$ cat src/uart_irq_consts.svh
// register offsets, field positions and codes of the interrupt and baud block
`ifndef UART_IRQ_CONSTS_SVH
`define UART_IRQ_CONSTS_SVH

`define ADR_IDENT 4'h0
`define ADR_IEN 4'h1
`define ADR_DIV_LO 4'h2
`define ADR_DIV_HI 4'h3
`define ADR_SCRATCH 4'h4
`define ADR_LINE 4'h5
`define ADR_HAND 4'h6
`define ADR_CFG 4'h7
`define ADR_DATA 4'h8

`define IEN_MASK 8'h0f
`define IEN_RX 0
`define IEN_TX 1
`define IEN_LS 2
`define IEN_HS 3

`define FCR_FIFO_EN 0

`define CFG_HIGH_SPEED 0
`define CFG_PRE_LSB 1
`define CFG_PRE_MSB 2
`define CFG_IRQ_OE 3
`define CFG_MASK 8'h0f

`define CODE_NONE 4'h1
`define CODE_LS 4'h6
`define CODE_RX 4'h4
`define CODE_TIMEOUT 4'hc
`define CODE_TX 4'h2
`define CODE_HS 4'h0

`define PRE_MODULUS 5'h0d
`define PRE_STEP_13 5'h01
`define PRE_STEP_1625 5'h08
`define PRE_STEP_1 5'h0d

`define DIV_RESET 16'h000c
`define DIV_ONE 16'h0001

`endif

$ cat src/uart_irq_pkg.sv
// types shared by the interrupt and baud block
`default_nettype none
package uart_irq_pkg;
  typedef enum logic [1:0] {
    PRE_DIV_13 = 2'h0,
    PRE_DIV_1625 = 2'h1,
    PRE_DIV_1 = 2'h3
  } prediv_e;
  typedef logic [3:0] irq_code_t;
endpackage : uart_irq_pkg
`default_nettype wire

$ cat src/uart_irq_id_and_baud_gen.sv
// interrupt identification, enables, scratch and baud generator of the serial port
//
// Chosen here: the placing of the registers and the address-and-strobe port.
`include "uart_irq_consts.svh"
`default_nettype none

module uart_irq_id_and_baud_gen #(
  parameter logic [15:0] DIV_INIT = `DIV_RESET
) (
  input wire logic sys_clk,
  input wire logic arst_n,
  input wire logic [3:0] addr,
  input wire logic [7:0] wr_data,
  input wire logic wr_stb,
  input wire logic rd_stb,
  output logic [7:0] rd_data,
  input wire logic [7:0] rx_data,
  input wire logic rx_ready,
  input wire logic rx_timeout,
  input wire logic tx_empty_event,
  input wire logic overrun_event,
  input wire logic parity_error_event,
  input wire logic missing_stop_event,
  input wire logic silent_line_event,
  input wire logic cts_change_event,
  input wire logic dsr_change_event,
  input wire logic ring_trailing_edge_event,
  input wire logic dcd_change_event,
  input wire logic ref_tick,
  output logic baud16_tick,
  output logic fifo_mode,
  output logic rx_pop,
  output logic tx_push,
  output logic [7:0] tx_data,
  output logic irq_out,
  output logic irq_oe
);

  logic [3:0] interrupt_enable;
  logic [7:0] baud_divisor_low;
  logic [7:0] baud_divisor_high;
  logic [7:0] scratch_pad;
  logic [7:0] config_bits;
  logic [3:0] line_flags;
  logic [3:0] hand_flags;
  logic tx_empty_flag;
  logic [4:0] pre_acc;
  logic [15:0] div_cnt;
  logic ref_pulse;

  logic [3:0] line_events;
  logic [3:0] hand_events;
  logic ls_pend;
  logic rx_pend;
  logic to_pend;
  logic tx_pend;
  logic hs_pend;
  logic any_pend;
  uart_irq_pkg::irq_code_t code;
  logic [7:0] ident;
  logic rd_ident;
  logic rd_line;
  logic rd_hand;
  logic wr_data_port;
  logic [4:0] pre_step;
  logic [5:0] next_pre_acc;
  logic next_ref_pulse;
  logic [15:0] divisor;

  // highest pending source wins
  function automatic uart_irq_pkg::irq_code_t pick_code(
    input logic ls,
    input logic rx,
    input logic to,
    input logic tx,
    input logic hs
  );
    uart_irq_pkg::irq_code_t c;
    c = `CODE_NONE;
    if (ls) begin
      c = `CODE_LS;
    end else if (rx) begin
      c = `CODE_RX;
    end else if (to) begin
      c = `CODE_TIMEOUT;
    end else if (tx) begin
      c = `CODE_TX;
    end else if (hs) begin
      c = `CODE_HS;
    end
    return c;
  endfunction : pick_code

  assign line_events = {silent_line_event, missing_stop_event, parity_error_event, overrun_event};
  assign hand_events = {dcd_change_event, ring_trailing_edge_event, dsr_change_event, cts_change_event};
  assign rd_ident = rd_stb && (addr == `ADR_IDENT);
  assign rd_line = rd_stb && (addr == `ADR_LINE);
  assign rd_hand = rd_stb && (addr == `ADR_HAND);
  assign wr_data_port = wr_stb && (addr == `ADR_DATA);

  assign ls_pend = interrupt_enable[`IEN_LS] && (|line_flags);
  assign rx_pend = interrupt_enable[`IEN_RX] && rx_ready;
  assign to_pend = interrupt_enable[`IEN_RX] && fifo_mode && rx_timeout;
  assign tx_pend = interrupt_enable[`IEN_TX] && tx_empty_flag;
  assign hs_pend = interrupt_enable[`IEN_HS] && (|hand_flags);
  assign any_pend = ls_pend || rx_pend || to_pend || tx_pend || hs_pend;
  assign code = pick_code(ls_pend, rx_pend, to_pend, tx_pend, hs_pend);
  assign ident = {fifo_mode, fifo_mode, 2'h0, code};

  // host writes to control registers
  always_ff @(posedge sys_clk or negedge arst_n) begin
    if (!arst_n) begin
      interrupt_enable <= 4'h0;
      scratch_pad <= 8'h00;
      config_bits <= 8'h00;
      fifo_mode <= 1'b0;
    end else if (wr_stb) begin
      case (addr)
        `ADR_IDENT: begin
          fifo_mode <= wr_data[`FCR_FIFO_EN];
        end
        `ADR_IEN: begin
          interrupt_enable <= wr_data[3:0];
        end
        `ADR_SCRATCH: begin
          scratch_pad <= wr_data;
        end
        `ADR_CFG: begin
          config_bits <= wr_data & `CFG_MASK;
        end
        default: begin
        end
      endcase
    end
  end

  // divisor bytes
  always_ff @(posedge sys_clk or negedge arst_n) begin
    if (!arst_n) begin
      baud_divisor_low <= DIV_INIT[7:0];
      baud_divisor_high <= DIV_INIT[15:8];
    end else if (wr_stb && (addr == `ADR_DIV_LO)) begin
      baud_divisor_low <= wr_data;
    end else if (wr_stb && (addr == `ADR_DIV_HI)) begin
      baud_divisor_high <= wr_data;
    end
  end

  // sticky line error flags, a new event beats the clearing read
  always_ff @(posedge sys_clk or negedge arst_n) begin
    if (!arst_n) begin
      line_flags <= 4'h0;
    end else begin
      for (int i = 0; i < 4; i++) begin
        if (line_events[i]) begin
          line_flags[i] <= 1'b1;
        end else if (rd_line) begin
          line_flags[i] <= 1'b0;
        end
      end
    end
  end

  // sticky handshake change flags
  always_ff @(posedge sys_clk or negedge arst_n) begin
    if (!arst_n) begin
      hand_flags <= 4'h0;
    end else begin
      for (int i = 0; i < 4; i++) begin
        if (hand_events[i]) begin
          hand_flags[i] <= 1'b1;
        end else if (rd_hand) begin
          hand_flags[i] <= 1'b0;
        end
      end
    end
  end

  // transmit empty flag
  always_ff @(posedge sys_clk or negedge arst_n) begin
    if (!arst_n) begin
      tx_empty_flag <= 1'b0;
    end else if (tx_empty_event) begin
      tx_empty_flag <= 1'b1;
    end else if (wr_data_port || (rd_ident && (code == `CODE_TX))) begin
      tx_empty_flag <= 1'b0;
    end
  end

  // data port strobes toward the shifters and fifos
  always_ff @(posedge sys_clk or negedge arst_n) begin
    if (!arst_n) begin
      rx_pop <= 1'b0;
      tx_push <= 1'b0;
      tx_data <= 8'h00;
    end else begin
      rx_pop <= rd_stb && (addr == `ADR_DATA);
      tx_push <= wr_data_port;
      if (wr_data_port) begin
        tx_data <= wr_data;
      end
    end
  end

  // read data, valid in the cycle after the strobe only
  always_ff @(posedge sys_clk or negedge arst_n) begin
    if (!arst_n) begin
      rd_data <= 8'h00;
    end else if (rd_stb) begin
      case (addr)
        `ADR_IDENT: rd_data <= ident;
        `ADR_IEN: rd_data <= {4'h0, interrupt_enable};
        `ADR_DIV_LO: rd_data <= baud_divisor_low;
        `ADR_DIV_HI: rd_data <= baud_divisor_high;
        `ADR_SCRATCH: rd_data <= scratch_pad;
        `ADR_LINE: rd_data <= {3'h0, line_flags, 1'b0};
        `ADR_HAND: rd_data <= {4'h0, hand_flags};
        `ADR_CFG: rd_data <= config_bits;
        `ADR_DATA: rd_data <= rx_data;
        default: rd_data <= 8'h00;
      endcase
    end else begin
      rd_data <= 8'h00;
    end
  end

  // interrupt pin
  always_ff @(posedge sys_clk or negedge arst_n) begin
    if (!arst_n) begin
      irq_out <= 1'b0;
      irq_oe <= 1'b0;
    end else begin
      irq_out <= any_pend;
      irq_oe <= config_bits[`CFG_IRQ_OE];
    end
  end

  // fractional pre-divider: step/13 of the input ticks pass
  always_comb begin
    pre_step = `PRE_STEP_1;
    if (!config_bits[`CFG_HIGH_SPEED]) begin
      case (uart_irq_pkg::prediv_e'(config_bits[`CFG_PRE_MSB:`CFG_PRE_LSB]))
        uart_irq_pkg::PRE_DIV_13: pre_step = `PRE_STEP_13;
        uart_irq_pkg::PRE_DIV_1625: pre_step = `PRE_STEP_1625;
        default: pre_step = `PRE_STEP_1;
      endcase
    end
    next_pre_acc = {1'b0, pre_acc} + {1'b0, pre_step};
    next_ref_pulse = 1'b0;
    if (ref_tick && (next_pre_acc >= {1'b0, `PRE_MODULUS})) begin
      next_pre_acc = next_pre_acc - {1'b0, `PRE_MODULUS};
      next_ref_pulse = 1'b1;
    end
    if (!ref_tick) begin
      next_pre_acc = {1'b0, pre_acc};
    end
  end

  always_ff @(posedge sys_clk or negedge arst_n) begin
    if (!arst_n) begin
      pre_acc <= 5'h00;
      ref_pulse <= 1'b0;
    end else begin
      pre_acc <= next_pre_acc[4:0];
      ref_pulse <= next_ref_pulse;
    end
  end

  // divisor zero behaves as one
  assign divisor = ({baud_divisor_high, baud_divisor_low} == 16'h0000) ? `DIV_ONE
                   : {baud_divisor_high, baud_divisor_low};

  // sixteen-times sampling tick for transmitter and receiver
  always_ff @(posedge sys_clk or negedge arst_n) begin
    if (!arst_n) begin
      div_cnt <= `DIV_ONE;
      baud16_tick <= 1'b0;
    end else if (ref_pulse) begin
      if (div_cnt <= `DIV_ONE) begin
        div_cnt <= divisor;
        baud16_tick <= 1'b1;
      end else begin
        div_cnt <= div_cnt - `DIV_ONE;
        baud16_tick <= 1'b0;
      end
    end else begin
      baud16_tick <= 1'b0;
    end
  end
endmodule : uart_irq_id_and_baud_gen
`default_nettype wire

$ cat config.mk
export PLATFORM = sky130hd
export DESIGN_NAME = uart_irq_id_and_baud_gen
export DESIGN_NICKNAME = d
export VERILOG_FILES = /design/src/uart_irq_pkg.sv /design/src/uart_irq_id_and_baud_gen.sv
export VERILOG_INCLUDE_DIRS = /design/src
export SDC_FILE = /design/constraint.sdc
export NUM_CORES = 1
export LEC_CHECK = 0
export BUFFER_PORTS_ARGS = -buffer_cell sky130_fd_sc_hd__buf_2
export CORE_MARGIN = 4
export CORE_UTILIZATION = 40
export CTS_CLUSTER_DIAMETER = 150
export DETAILED_ROUTE_END_ITERATION = 10
export PLACE_DENSITY = 0.56
export SLEW_MARGIN = 25
export SYNTH_ARGS = -nofsm -noshare
export SYNTH_HDL_FRONTEND = slang
export SYNTH_SLANG_ARGS = --single-unit
$ cat constraint.sdc
create_clock -name sys_clk -period 3.3 [get_ports sys_clk]
set_clock_uncertainty 0.1 [all_clocks]
set_input_delay 0.165 -clock sys_clk [delete_from_list [all_inputs] [get_ports sys_clk]]
set_output_delay 0.165 -clock sys_clk [all_outputs]
set_load 0.02 [all_outputs]
Yosys cells after proc, flatten, opt, wreduce, memory -nomap -nowiden

Index checks and enable logic that the tools add are counted.

Add/sub/neg operators: 3
Order comparisons: 2
Equal/unequal tests: 10
Mux-type cells: 27
Bitwise logic cells: 1
Reductions and logical operators: 39

Operators by type and width:

| kind                                                                   | count |
|---|---|
| 8-bit one-hot mux with 9 select lines                                  | 1 |
| 16-bit 2-to-1 mux                                                      | 2 |
| 4-bit 2-to-1 mux                                                       | 5 |
| 2-bit nonzero test                                                     | 9 |
| 4-bit by 3-bit == test with 1-bit output, second input constant        | 4 |
| 16-bit by 1-bit <= comparator with 1-bit output, second input constant | 1 |
| 16-bit zero test                                                       | 1 |
| 1-bit 2-to-1 mux                                                       | 16 |
| 16-bit by 1-bit subtractor with 16-bit output, second input constant   | 1 |
| 1-bit logical AND                                                      | 15 |
| 4-bit by 2-bit == test with 1-bit output, second input constant        | 3 |
| 2-bit AND reduction                                                    | 5 |
| 8-bit 2-to-1 mux                                                       | 1 |
| 4-bit one-hot mux with 2 select lines                                  | 1 |
| 4-bit OR reduction                                                     | 2 |
| 5-bit by 4-bit adder with 6-bit output                                 | 1 |
| 6-bit by 4-bit >= comparator with 1-bit output, second input constant  | 1 |
| 1-bit logical OR                                                       | 5 |
| 5-bit 2-to-1 mux                                                       | 1 |
| 5-bit by 4-bit subtractor with 5-bit output, second input constant     | 1 |
| 4-bit by 1-bit == test with 1-bit output, second input constant        | 1 |
| 4-bit == test, second input constant                                   | 1 |
| 4-bit zero test                                                        | 1 |
| 2-bit by 1-bit == test with 1-bit output, second input constant        | 1 |
| other kinds (2)                                                        | 2 |

Register bits after elaboration: 85
Input port bits: 36
Output and inout bits: 22
Word-level logic and storage cells: 107

Depth between registers and ports, before layout

Gate-level depths: netlist (run 1).

Word-level depth: 12
Depth in mapped cells: 12
Mapped depth without buffers: 12

Worst setup path after synthesis (run 1)

No wires, ideal clock.

Path kind: register -> register
Start point: register config_bits[2]
End point: register pre_acc[0]
Setup time: 0.125 ns
Arrival time: 2.425 ns
Required time: 3.075 ns
Path slack: 0.650 ns
Cell stages (with the launch flop): 13
Path buffers: 0
Period minus slack after synthesis: 2.650 ns
Path through: dfrtp_1 > nor2_1 > nand2_1 > ha_1 > ha_1 > inv_1 > ha_1 > and2b_1 > and4bb_1 > a211oi_2 > nand2_2 > xnor2_1 > mux2_2

Cells in the longest elaborated chain, start to end: 7
Elaborated cells between the ends (all ways): 9
Classes of those cells: 2 x add/sub; 1 x order compare; 1 x eq/ne; 3 x mux; 2 x reduce/logical

Ends and longest elaborated chain:

| what                                                                        | RTL line                        | source |
|---|---|---|
| from (decl)                                                                 | uart_irq_id_and_baud_gen.sv:43  | `logic [7:0] config_bits;` |
| from (signal assigned)                                                      | uart_irq_id_and_baud_gen.sv:129 | `` config_bits <= wr_data & `CFG_MASK; `` |
| 2-bit by 1-bit == test with 1-bit output or 2-bit zero test (tied branches) | uart_irq_id_and_baud_gen.sv:242 | `` case (uart_irq_pkg::prediv_e'(config_bits[`CFG_PRE_MSB:`CFG_PRE_LSB])) `` |
| 4-bit one-hot mux with 2 select lines *                                     | uart_irq_id_and_baud_gen.sv:242 |  |
| 4-bit 2-to-1 mux *                                                          | uart_irq_id_and_baud_gen.sv:241 | `` if (!config_bits[`CFG_HIGH_SPEED]) begin `` |
| 5-bit by 4-bit adder with 6-bit output *                                    | uart_irq_id_and_baud_gen.sv:248 | `next_pre_acc = {1'b0, pre_acc} + {1'b0, pre_step};` |
| 6-bit by 4-bit >= comparator with 1-bit output                              | uart_irq_id_and_baud_gen.sv:250 | `` if (ref_tick && (next_pre_acc >= {1'b0, `PRE_MODULUS})) begin `` |
| 1-bit logical AND                                                           | uart_irq_id_and_baud_gen.sv:250 |  |
| 5-bit 2-to-1 mux *                                                          | uart_irq_id_and_baud_gen.sv:250 |  |
| to (signal assigned)                                                        | uart_irq_id_and_baud_gen.sv:264 | `pre_acc <= next_pre_acc[4:0];` |
| to (decl)                                                                   | uart_irq_id_and_baud_gen.sv:47  | `logic [4:0] pre_acc;` |

Every way passes the cells marked *; elsewhere a longest branch is shown, timed or not.
A chain may end at the register's enable or synchronous reset.

Worst setup path in the final report (run 1)

Ends and elaborated chain as after synthesis.

==> results of run 1 <==
==> power groups by stage <==
stage,sequential [W],clock (W),combinational [W]
after floorplan,0.00158,0,0.00114
after global placement,0.00162,0,0.00146
after detailed placement,0.00163,0,0.00149
after CTS,0.00161,0.00111,0.00152
after global routing,0.00165,0.00115,0.00168
final,0.00161,0.00108,0.00152
==> registers in the layout, indices dropped and copies added, names as in the netlist, 4 cells and up <==
register,count
hand_flags,4
baud_divisor_low,8
div_cnt,16
scratch_pad,8
config_bits,4
rd_data,8
tx_data,8
line_flags,4
interrupt_enable,4
baud_divisor_high,8
pre_acc,5
==> synthesized netlist by cell type, types with 4 or more instances <==
library cell / instances
nor2b_1: 6
a21o_1: 11
mux2_2: 46
clkbuf_1: 8
nand4_1: 4
ha_1: 8
buf_2: 6
o21ai_0: 17
o22ai_1: 4
nor3b_1: 4
inv_1: 12
a21oi_1: 30
mux2i_1: 9
a32oi_1: 4
nor4_1: 4
a31oi_1: 4
nor2_1: 24
o41ai_1: 4
o21ai_1: 5
dfrtp_1: 82
nand3_1: 11
nand2_1: 31
nand2b_1: 7
o31ai_1: 6
nor3_1: 12
==> worst register-to-register path, delay by kind of cell, from the launching register on <==
| family | cells | cell delay [ns] |
|---|---|---|
| DFF | 1 | 0.40 |
| adders and majority gates | 3 | 0.75 |
| xor gates and xnor gates | 1 | 0.14 |
| and+or+nand+nor | 5 | 0.82 |
| AOI/OAI and AO/OA | 1 | 0.27 |
| buffers and inverters | 1 | 0.09 |
| muxes | 1 | 0.26 |
==> cells by family (layout without fill, tap and decap cells) <==
kind of cell | Yosys count | after routing | synth area share
xor+xnor | 5 | 5 | 0.01124
flops | 85 | 85 | 0.4666
fa+ha+maj | 8 | 8 | 0.02192
simple gates | 132 | 132 | 0.1671
buf+inv | 30 | 99 | 0.02794
compound gates | 113 | 113 | 0.1671
mux | 56 | 56 | 0.1381
==> metal layers <==
metal / vias up / GRT usage / routed length, microns
met4: 0 / 0.06338 / 239
met3: 19 / 0.04105 / 554
li1: 1736 / - / -
met1: 1826 / 0.2586 / 5512
met2: 97 / 0.2913 / 5661
met5: - / 0 / 0
==> area by class of cell <==
| cell class | count | area [sq um] | share of cell area |
|---|---|---|---|
| Clock inverter | 6 | 87.58 | 0.01624 |
| Sequential cell | 85 | 2131 | 0.3950 |
| Timing Repair Buffer | 71 | 417.9 | 0.07748 |
| Multi-Input combinational cell | 314 | 2308 | 0.4280 |
| Inverter | 12 | 45.04 | 0.008351 |
| Tap cell | 140 | 175.2 | 0.03248 |
| Clock buffer | 10 | 229.0 | 0.04245 |
==> metrics by stage <==
stage / setup slack, ns / area, sq um
final: 0.3591 / 5394
after global routing: 0.1702 / 5394
after floorplan: 0.6500 / 4567
after CTS: 0.3759 / 5394
after detailed placement: 0.4007 / 4977
after global placement: 0.5002 / 4977
==> worst paths after layout <==
kind                                            start                               to  slack, ns  depth (start not counted)
max                        config_bits[2]$_DFFE_PN0P_           pre_acc[0]$_DFFE_PN0P_       0.36                         12
min                                          ref_tick           pre_acc[1]$_DFFE_PN0P_       0.02                          2
max reg2reg                config_bits[2]$_DFFE_PN0P_           pre_acc[0]$_DFFE_PN0P_       0.36                         12
min reg2reg                config_bits[3]$_DFFE_PN0P_                 irq_oe$_DFF_PN0_       0.30                          0
max in group asynchronous                      arst_n  baud_divisor_low[2]$_DFFE_PN1P_       2.12                          3
min in group asynchronous                      arst_n            baud16_tick$_DFF_PN0_       0.22                          2
==> summary.md, run 1 <==
| Metric | Value |
|---|---|
| Run status | `finished clean` |
| Routed Antenna Nets | `0` |
| Setup_tns | `0 ns` |
| Synth warnings | `0` |
| Filler Cell Count | `between 1000 and 1500` |
| P_int | `0.002652 W` |
| Hold-fix buffers, CTS | `10` |
| # resized after CTS | `0` |
| First-pass GRT wire length | `19.28 mm` |
| Post-CTS setup buffers | `0` |
| Min-Delay Path Class | `primary input to flip-flop` |
| Most frequent CP cell | `ha_1` |
| Starting density of the core | `0.4158` |
| GPL Wtd Cong | `0.8591` |
| Clock slew at reported path FFs | `0.06 ns` |
| Fin nets | `537` |
| Fmax | `340.0 MHz` |
| Final Max Slew Viols | `0` |
| Die width | `114.9 microns` |
| Area of the core | `10980 sq um` |
| Hpwl dp | `around 8.6 mm` |
| Hold_ws | `approximately 0.021 ns` |
| Drt pass-1 iters | `5` |
| Total gr overflow | `0` |
| Drt total wl | `between 10 and 15 mm` |
| Yosys top cell area share | `0.4493` |
| Total GRT Usage | `0.1868` |
| CTS tree | `yes` |
| DRC viols | `0` |
| Sw frac | `0.3688` |
| Leakage | `2.312 nW` |
| Inst Count DP | `around 610` |
| Post-synth EDFFs | `0` |
| Top delay family on crit path | `simple AND/OR/NAND/NOR gates` |
| Die Y | `114.9 microns` |
| Ys async rst share | `1.000` |
| Gate Count Post-Synth | `429` |
| Sink Count | `85` |
| Vias per cell | `slightly below 6` |
| PnR Total Power | `0.004202 W` |
| Cells along the critical path | `nor2_1 -> nand2_1 -> ha_1 -> ha_1 -> inv_1 -> ha_1 -> and2b_1 -> and4bb_1 -> a211oi_2 -> nand2_2 -> xnor2_1 -> mux2_2` |
| Worst-case clock buffer depth | `2` |
| Ant. Diodes | `0` |
| I/O Buffers | `57` |
| Startpoint types | `flip-flop` |
| CTS root buf | `clkbuf_16` |
| Unrepaired setup endpoints after global routing | `false` |
| Routed vias | `roughly 3700` |
| Commonest non-fill, non-tap cell in the layout | `dfrtp_1` |
| Crit end category | `flip-flop` |
| Vias in the first global route | `approximately 3700` |
| Headroom to the max-slew limit | `0.5143` |
| Tightest Pin Transition | `0.7245 ns` |
| Critical Path RT | `3.42 ns` |
| Syn_area_per_cell | `10.65 sq um` |
| Synth Net Count | `between 400 and 500` |
| Critical path's slowest cell | `dfrtp_1` |
| Avg WL per Cell | `around 19 microns` |
| Combinational power share | `0.361` |
| CP max FO | `5` |
| Power Dens Cells | `779.0 nW/um^2` |
| Synth area leader | `dfrtp_1` |
| Classification of the worst setup path | `flip-flop to flip-flop` |
| Netlist Area Pre-Place | `4567 sq um` |
| Fin crit period | `2.941 ns` |
| Die area | `13190 sq um` |
| Post-synth top flop | `dfrtp_1` |
| Final std cells w/o fill | `638` |
| Final Cycle Share | `0.8912` |
| Share of post-route cells with drive strength above 1 | `0.2972` |
| Drt initial violations | `209` |
| Post-layout util | `0.4911` |
| Initial antenna violation count | `0` |
| Seq/Total Area, Yosys | `0.4666` |
| Largest net degree at the start of global routing | `34` |
| P&R area growth vs syn | `18.11%` |
| Row cnt | `38` |
| VDD IR max | `approximately 0.46 mV` |
| Post-synthesis cell type count | `72` |
| WP data arrival | `slightly above 3 ns` |
| Max cap viols | `0` |
| Final Hold Fails | `0` |
| WP buf/inv | `1` |
| Switch Pwr | `0.001549 W` |
| Yosys reg bits | `85` |
| Largest cells by area after synthesis | `dfrtp_1, mux2_2, a21oi_1` |
| Clock Power Share | `0.256` |
| Flop pwr share | `0.383` |
| TritonCTS Buffers | `9` |
| I/O pin count | `just under 60` |
| Most frequent cells in the layout | `dfrtp_1, buf_2, mux2_2` |
| Clock latency on the worst-skew pair | `0.34 ns` |
| Slowest stage delay, CP | `around 0.4 ns` |
| Htree depth | `3` |
| Final setup viols | `0` |
Note: power is estimated with default switching activity, not from simulation.
==> inputs of run 2 (changes only) <==
--- a/config.mk
+++ b/config.mk
@@ -6,7 +6,7 @@
 export SDC_FILE = /design/constraint.sdc
 export NUM_CORES = 1
 export LEC_CHECK = 0
-export BUFFER_PORTS_ARGS = -buffer_cell sky130_fd_sc_hd__buf_2
+export BUFFER_PORTS_ARGS = -buffer_cell sky130_fd_sc_hd__buf_4
 export CORE_MARGIN = 4
 export CORE_UTILIZATION = 40
 export CTS_CLUSTER_DIAMETER = 150
==> run 2 against run 1 <==
Against the previous run: count of clock-buffer cells in the layout is the same; non-clock buffer count is the same; sequential share of layout area shrank 1.2 points; fmax grew 2.4%; cell area grew 3.1%; via count shrank 1.2%; critical endpoint unchanged; final cell count is the same; largest power group unchanged; die area is the same; first-iteration DRC count shrank 5.3%.
==> summary.md, run 2 (same netlist as run 1, synthesis figures left out) <==
| Metric | Value |
|---|---|
| Run status | `finished clean` |
| VDD IR max | `0.4922 mV (+6.9%)` |
| Max reg flops | `16 (unchanged)` |
| I/O Buffers | `57 (unchanged)` |
| Classification of the worst setup path | `flip-flop to flip-flop` |
| Starting density of the core | `0.4158 (unchanged)` |
| Biggest register | `div_cnt` |
| Headroom to the max-slew limit | `0.5332 (+0.01890)` |
| Worst flop-to-flop path startpoint | `config_bits[2]$_DFFE_PN0P_` |
| PnR Total Power | `0.004302 W (+2.4%)` |
| Share of post-route cells with drive strength above 1 | `0.2952 (-0.002008)` |
| CTS root buf | `clkbuf_16` |
| Largest net degree at the start of global routing | `55 (+62%)` |
| Clock latency on the worst-skew pair | `0.33 ns (about the same)` |
| Max cap viols | `0 (unchanged)` |
| R2R depth | `12 (unchanged)` |
| I/O pin count | `58 (unchanged)` |
| # resized after CTS | `0 (unchanged)` |
| Commonest non-fill, non-tap cell in the layout | `dfrtp_1` |
| Ant. Diodes | `0 (unchanged)` |
| Total GRT Usage | `0.1861 (-0.0007008)` |
| Min-Delay Path Class | `primary input to flip-flop` |
| Hold-fix buffers, CTS | `11 (+1)` |
| First-pass GRT wire length | `19.31 mm (+0.15%)` |
| Sink Count | `85 (unchanged)` |
| GPL Wtd Cong | `0.8494 (-1.1%)` |
| R2r endpoint | `pre_acc[0]$_DFFE_PN0P_` |
| CTS tree | `yes` |
| Drt total wl | `11.86 mm (-0.92%)` |
| Routed vias | `3634 (-1.2%)` |
| Final setup viols | `0 (unchanged)` |
| Routed Antenna Nets | `0 (unchanged)` |
| P&R area growth vs syn | `21.75%` |
| Crit end category | `flip-flop` |
| Final Hold Fails | `0 (unchanged)` |
| GR met1 Demand/Resource | `0.2631 (+0.004478)` |
| Startpoint types | `flip-flop` |
| Final Cycle Share | `0.8701 (-0.02106)` |
| Fmax | `348.3 MHz (+2.4%)` |
| Total gr overflow | `0 (unchanged)` |
| M2 GR Usage | `0.2924 (+0.001157)` |
| Area of the core | `10980 sq um (unchanged)` |
| WP data arrival | `2.99 ns (-0.07 ns)` |
| Drt initial violations | `198 (-5.3%)` |
| Met3 Track Usage GR | `0.03579 (-0.005263)` |
| Hold path startpoint | `wr_data[7]` |
| Post-CTS setup buffers | `0 (unchanged)` |
| Die width | `114.9 microns (unchanged)` |
| Global route hottest layer | `met2` |
| Fin crit period | `2.871 ns (-0.06949 ns)` |
| Final Max Slew Viols | `0 (unchanged)` |
| Post-layout util | `0.5063 (+0.01515)` |
| Fin nets | `537 (unchanged)` |
| Die area | `13190 sq um (unchanged)` |
| Power Dens Cells | `773.7 nW/um^2 (-0.68%)` |
| TritonCTS Buffers | `9 (unchanged)` |
| Drt pass-1 iters | `5 (unchanged)` |
| Critical Path RT | `3.42 ns (about the same)` |
| Hpwl dp | `8.506 mm (-0.67%)` |
| Leakage | `2.366 nW (+2.3%)` |
| Most frequent cells in the layout | `dfrtp_1, buf_4, mux2_2` |
| Avg WL per Cell | `18.58 microns (-0.92%)` |
| Die Y | `114.9 microns (unchanged)` |
| R2R Setup Slk | `0.43 ns (+0.07 ns)` |
| Initial antenna violation count | `0 (unchanged)` |
| Unrepaired setup endpoints after global routing | `false` |
| Vias in the first global route | `3656 (-2.3%)` |
| CP max FO | `5 (unchanged)` |
| Hold Crit Depth | `2 (unchanged)` |
| Worst-case clock buffer depth | `2 (unchanged)` |
| DRC viols | `0 (unchanged)` |
| Clock slew at reported path FFs | `0.06 ns (about the same)` |
| Tightest Pin Transition | `0.7001 ns (-0.02440 ns)` |
| Filler Cell Count | `973 (-4.5%)` |
| Htree depth | `3 (unchanged)` |
| Setup_tns | `0 ns (unchanged)` |
| Row cnt | `38 (unchanged)` |
| Vias per cell | `5.696 (-1.2%)` |
| WHS Endpoint | `scratch_pad[7]$_DFFE_PN0P_` |
[run 2: changes by cell type in the layout (fill, tap and decap cells not counted), sizes merged]
cell and delta:
bufinv +1, buf -1, dlygate4sd3 +1, clkinvlp -2, clkinv +1
[run 2: how the worst max path moves through the flow]
| stage | start | end | slack (ns) | cells past startpoint |
|---|---|---|---|---|
| 3_5_place_dp | config_bits[2]$_DFFE_PN0P_ | pre_acc[0]$_DFFE_PN0P_ | 0.46 | 12 |
| 3_3_place_gp | config_bits[2]$_DFFE_PN0P_ | pre_acc[0]$_DFFE_PN0P_ | 0.50 | 12 |
| 6_report | config_bits[2]$_DFFE_PN0P_ | pre_acc[0]$_DFFE_PN0P_ | 0.43 | 12 |
| 4_1_cts | config_bits[2]$_DFFE_PN0P_ | pre_acc[0]$_DFFE_PN0P_ | 0.44 | 12 |
| 5_1_grt | config_bits[2]$_DFFE_PN0P_ | pre_acc[0]$_DFFE_PN0P_ | 0.23 | 12 |
| 2_1_floorplan | config_bits[2]$_DFFE_PN0P_ | pre_acc[0]$_DFFE_PN0P_ | 0.65 | 12 |
[run 2: stage by stage]
step           cell area [sq um]  hold slack [ns]  std cells  setup WS (ns)
2_1_floorplan               4567          -0.2306        429         0.6500
6_report                    5560          0.01371        638         0.4286
4_1_cts                     5560         0.004992        638         0.4375
3_3_place_gp                5110           0.1614        611         0.5034
3_5_place_dp                5110           0.1546        611         0.4618
5_1_grt                     5560          0.01054        638         0.2319
[run 2: cell type report]
class                   count  area (sq um)  share of cell area
clock inverters             6         111.4             0.02003
inverters                  12         45.04            0.008101
multi-input cells         314          2308              0.4152
clock buffers              10         229.0             0.04118
flip-flops and latches     85          2131              0.3832
repair buffers             71         560.5              0.1008
well taps                 140         175.2             0.03150
[run 2: layer usage]
| metal | wire length (microns) | vias to the layer above |
|---|---|---|
| li1 | - | 1733 |
| met4 | 200 | 0 |
| met3 | 467 | 17 |
| met5 | 0 | - |
| met1 | 5573 | 1801 |
| met2 | 5616 | 83 |
[run 2: critical path: stages, from the launching register on]
cell and delay, ns:
dfrtp_1 0.40, nor2_1 0.14, nand2_1 0.08, ha_1 0.20, ha_1 0.32, inv_1 0.09
ha_1 0.23, and2b_1 0.17, and4bb_1 0.24, a211oi_2 0.24, nand2_2 0.14, xnor2_1 0.14
mux2_2 0.26
[run 2: where the power goes]
part | leakage (nW) | switching, W | internal (W)
combinational | 1.18 | 0.000838 | 0.000702
sequential | 1.02 | 0.000296 | 0.00132
clock | 0.163 | 0.000408 | 0.000740
total | 2.37 | 0.00154 | 0.00276
==> inputs of run 3 (changes only) <==
--- a/config.mk
+++ b/config.mk
@@ -6,6 +6,7 @@
 export SDC_FILE = /design/constraint.sdc
 export NUM_CORES = 1
 export LEC_CHECK = 0
+export ABC_AREA = 1
 export BUFFER_PORTS_ARGS = -buffer_cell sky130_fd_sc_hd__buf_4
 export CORE_MARGIN = 4
 export CORE_UTILIZATION = 40
==> run 3 against run 2 <==
Against the previous run: cell area shrank 0.49%; sequential power shrank 8%; global-route usage about the same; count of clock-buffer cells in the layout is 1 higher; die area down 1.4%; clock power about the same; register-to-register slack better by 0.35 ns; first-iteration DRC count up 41%; fmax increased by 14%; synthesized cell count grew 33%; via count up 8.8%; area after synthesis is 1.5% lower.
==> summary.md, run 3 <==
| Metric | Value |
|---|---|
| Critical path's slowest cell | `dfrtp_1` |
| Ant. Diodes | `0 (unchanged)` |
| GR met1 Demand/Resource | `0.2634 (+0.0002850)` |
| Sink Count | `85 (unchanged)` |
| First-pass GRT wire length | `19.25 mm (-0.28%)` |
| Min-Delay Path Class | `primary input to flip-flop` |
| Total GRT Usage | `0.1864 (+0.0002796)` |
| DRC viols | `0 (unchanged)` |
| WP data arrival | `2.70 ns (-0.29 ns)` |
| Commonest non-fill, non-tap cell in the layout | `nand2_1` |
| Worst Slack Setup Final | `0.7761 ns (+0.3475 ns)` |
| Setup_tns | `0 ns (unchanged)` |
| WP buf/inv | `3 (+2)` |
| Avg WL per Cell | `14.71 microns (-21%)` |
| Routed vias | `3954 (+8.8%)` |
| Max reg flops | `16 (unchanged)` |
| Classification of the worst setup path | `flip-flop to flip-flop` |
| Synth warnings | `0 (unchanged)` |
| Critical Path End | `pre_acc[2]$_DFFE_PN0P_` |
| Startpoint types | `flip-flop` |
| Vias in the first global route | `3875 (+6.0%)` |
| Gate Count Post-Synth | `571 (+33%)` |
| P&R area growth vs syn | `22.97%` |
| TritonCTS Buffers | `9 (unchanged)` |
| Clock slew at reported path FFs | `0.06 ns (about the same)` |
| Drt total wl | `11.61 mm (-2.1%)` |
| Run status | `finished clean` |
| Post-synthesis cell type count | `42 (-42%)` |
| Headroom to the max-slew limit | `0.5345 (+0.001271)` |
| Initial antenna violation count | `0 (unchanged)` |
| Drt initial violations | `279 (+41%)` |
| Die width | `114.1 microns (-0.69%)` |
| CTS tree | `yes` |
| I/O pin count | `58 (unchanged)` |
| Post-synth top flop | `dfrtp_1` |
| Cells along the critical path | `inv_1 -> nand3_1 -> ha_1 -> ha_1 -> inv_1 -> ha_1 -> inv_1 -> or2_2 -> nand4_1 -> nand2_1 -> nand2_1 -> nand2_1 -> nand2_1 -> nand2_1 -> nand2_1` |
| Post-synth EDFFs | `0 (unchanged)` |
| CTS root buf | `clkbuf_16` |
| Global route hottest layer | `met2` |
| M2 GR Usage | `0.2927 (+0.0003018)` |
| Yosys top cell area share | `0.4561 (+0.006747)` |
| Ys async rst share | `1.000 (unchanged)` |
| Filler Cell Count | `1073 (+10%)` |
| Top delay family on crit path | `simple AND/OR/NAND/NOR gates` |
| Drt pass-1 iters | `5 (unchanged)` |
| Synth top cells by count | `nand2_1, dfrtp_1, inv_1` |
| R2R Setup Slk | `0.78 ns (+0.35 ns)` |
| Share of post-route cells with drive strength above 1 | `0.1633 (-0.1319)` |
| Most frequent CP cell | `nand2_1` |
| Critical Path RT | `3.47 ns (+0.05 ns)` |
| Critical Path Source | `config_bits[0]$_DFFE_PN0P_` |
| Final setup viols | `0 (unchanged)` |
| Synth area leader | `dfrtp_1` |
| Final Hold Fails | `0 (unchanged)` |
| Slowest stage delay, CP | `0.39 ns (about the same)` |
| Seq/Total Area, Yosys | `0.4736 (+0.007006)` |
| R2r endpoint | `pre_acc[2]$_DFFE_PN0P_` |
| Worst flop-to-flop path startpoint | `config_bits[0]$_DFFE_PN0P_` |
| Hpwl dp | `8.466 mm (-0.47%)` |
| GPL Wtd Cong | `0.9007 (+6.0%)` |
| Yosys reg bits | `85 (unchanged)` |
| Area of the core | `10940 sq um (-0.43%)` |
| Largest cells by area after synthesis | `dfrtp_1, nand2_1, o21ai_0` |
| Met3 Track Usage GR | `0.03383 (-0.001963)` |
| Unrepaired setup endpoints after global routing | `false` |
| R2R depth | `15 (+3)` |
| Htree depth | `3 (unchanged)` |
| Final Max Slew Viols | `0 (unchanged)` |
| Netlist Area Pre-Place | `4499 sq um (-1.5%)` |
| Worst-case clock buffer depth | `2 (unchanged)` |
| Die Y | `114.1 microns (-0.69%)` |
| Largest net degree at the start of global routing | `74 (+35%)` |
| Fin crit period | `2.524 ns (-0.3475 ns)` |
| Row cnt | `38 (unchanged)` |
| I/O Buffers | `57 (unchanged)` |
| Final Cycle Share | `0.7648 (-0.1053)` |
| Post-CTS setup buffers | `0 (unchanged)` |
| Fmax | `396.2 MHz (+14%)` |
| CP max FO | `6 (+1)` |
| Total gr overflow | `0 (unchanged)` |
| Pre-CTS WS | `0.7892 ns (+0.3274 ns)` |
| Biggest register | `div_cnt` |
| Max cap viols | `0 (unchanged)` |
| Crit end category | `flip-flop` |
| Power Dens Cells | `729.0 nW/um^2 (-5.8%)` |
| Tightest Pin Transition | `0.6982 ns (-0.001906 ns)` |
| Syn_area_per_cell | `7.880 sq um (-26%)` |
| Leakage | `2.827 nW (+19%)` |
| Most frequent cell after synthesis | `nand2_1` |
| Clock latency on the worst-skew pair | `0.34 ns (about the same)` |
| Starting density of the core | `0.4114 (-0.004371)` |
| # resized after CTS | `0 (unchanged)` |
| Fin nets | `688 (+28%)` |
| Synth Net Count | `615 (+30%)` |
| Routed Antenna Nets | `0 (unchanged)` |
| Total stage count of the critical path | `15 (+3)` |
| Die area | `13010 sq um (-1.4%)` |
| VDD IR max | `0.4710 mV (-4.3%)` |
| Vias per cell | `5.011 (-12%)` |
| Most frequent cells in the layout | `nand2_1, dfrtp_1, inv_1` |
## run 3: worst min path at each step
stage                             start                   endpoint  slack (ns)  depth (start not counted)
4_1_cts                      rx_data[6]       rd_data[6]$_DFF_PN0_        0.03                          3
6_report                     rx_data[6]       rd_data[6]$_DFF_PN0_        0.03                          3
5_1_grt                      rx_data[6]       rd_data[6]$_DFF_PN0_        0.05                          3
3_3_place_gp           dsr_change_event  hand_flags[1]$_DFFE_PN0P_        0.26                          2
2_1_floorplan                    arst_n      baud16_tick$_DFF_PN0_       -0.23                          0
3_5_place_dp   ring_trailing_edge_event  hand_flags[2]$_DFFE_PN0P_        0.27                          2
## run 3: stage by stage
stage          cells  hold WS (ns)  utilization  total power, W  instance area [sq um]
6_report         789       0.02712       0.5060        0.004033                   5533
5_1_grt          789       0.05153       0.5060        0.004323                   5533
4_1_cts          789       0.03115       0.5056        0.004041                   5529
3_5_place_dp     760        0.2727       0.4632        0.002895                   5065
3_3_place_gp     760        0.2645       0.4632        0.002853                   5065
2_1_floorplan    571       -0.2306            -        0.002503                   4499
## run 3: cell type report
cell class | instances | area, sq um | share of cell area
Sequential cell | 85 | 2131 | 0.3851
Multi-Input combinational cell | 394 | 2004 | 0.3623
Timing Repair Buffer | 73 | 584.3 | 0.1056
Inverter | 81 | 304.0 | 0.05495
Clock buffer | 11 | 252.7 | 0.04568
Tap cell | 140 | 175.2 | 0.03166
Clock inverter | 5 | 81.33 | 0.01470
## run 3: cells by family (layout without fill, tap and decap cells)
logic type / Yosys count / after routing / synth area share
xor+xnor: 7 / 7 / 0.01363
simple gates: 265 / 265 / 0.2639
flops: 85 / 85 / 0.4736
compound gates: 114 / 114 / 0.1457
fa+ha+maj: 8 / 8 / 0.02225
buf+inv: 92 / 170 / 0.08092
## run 3: tightest hold or removal path: stages
cell and delay (ns):
buf_4 0.11, nand2_1 0.05, a31oi_1 0.08
## run 3: per-layer routing
metal  part of all wire  wire [microns]
met1               0.47            5498
met2               0.46            5391
met3              0.049             574
met4              0.012             145
met5                  0               0
## run 3: report_power, final
part	switching [W]	internal [W]	leakage [nW]
Combinational	0.000886	0.000535	1.64
Sequential	0.000198	0.00128	1.03
Clock	0.000426	0.000706	0.162
## run 3: what timing repair did
action                                 CTS  global route
setup endpoints to repair                0             0
hold buffers                            13             0
endpoints found under the hold margin   82             0
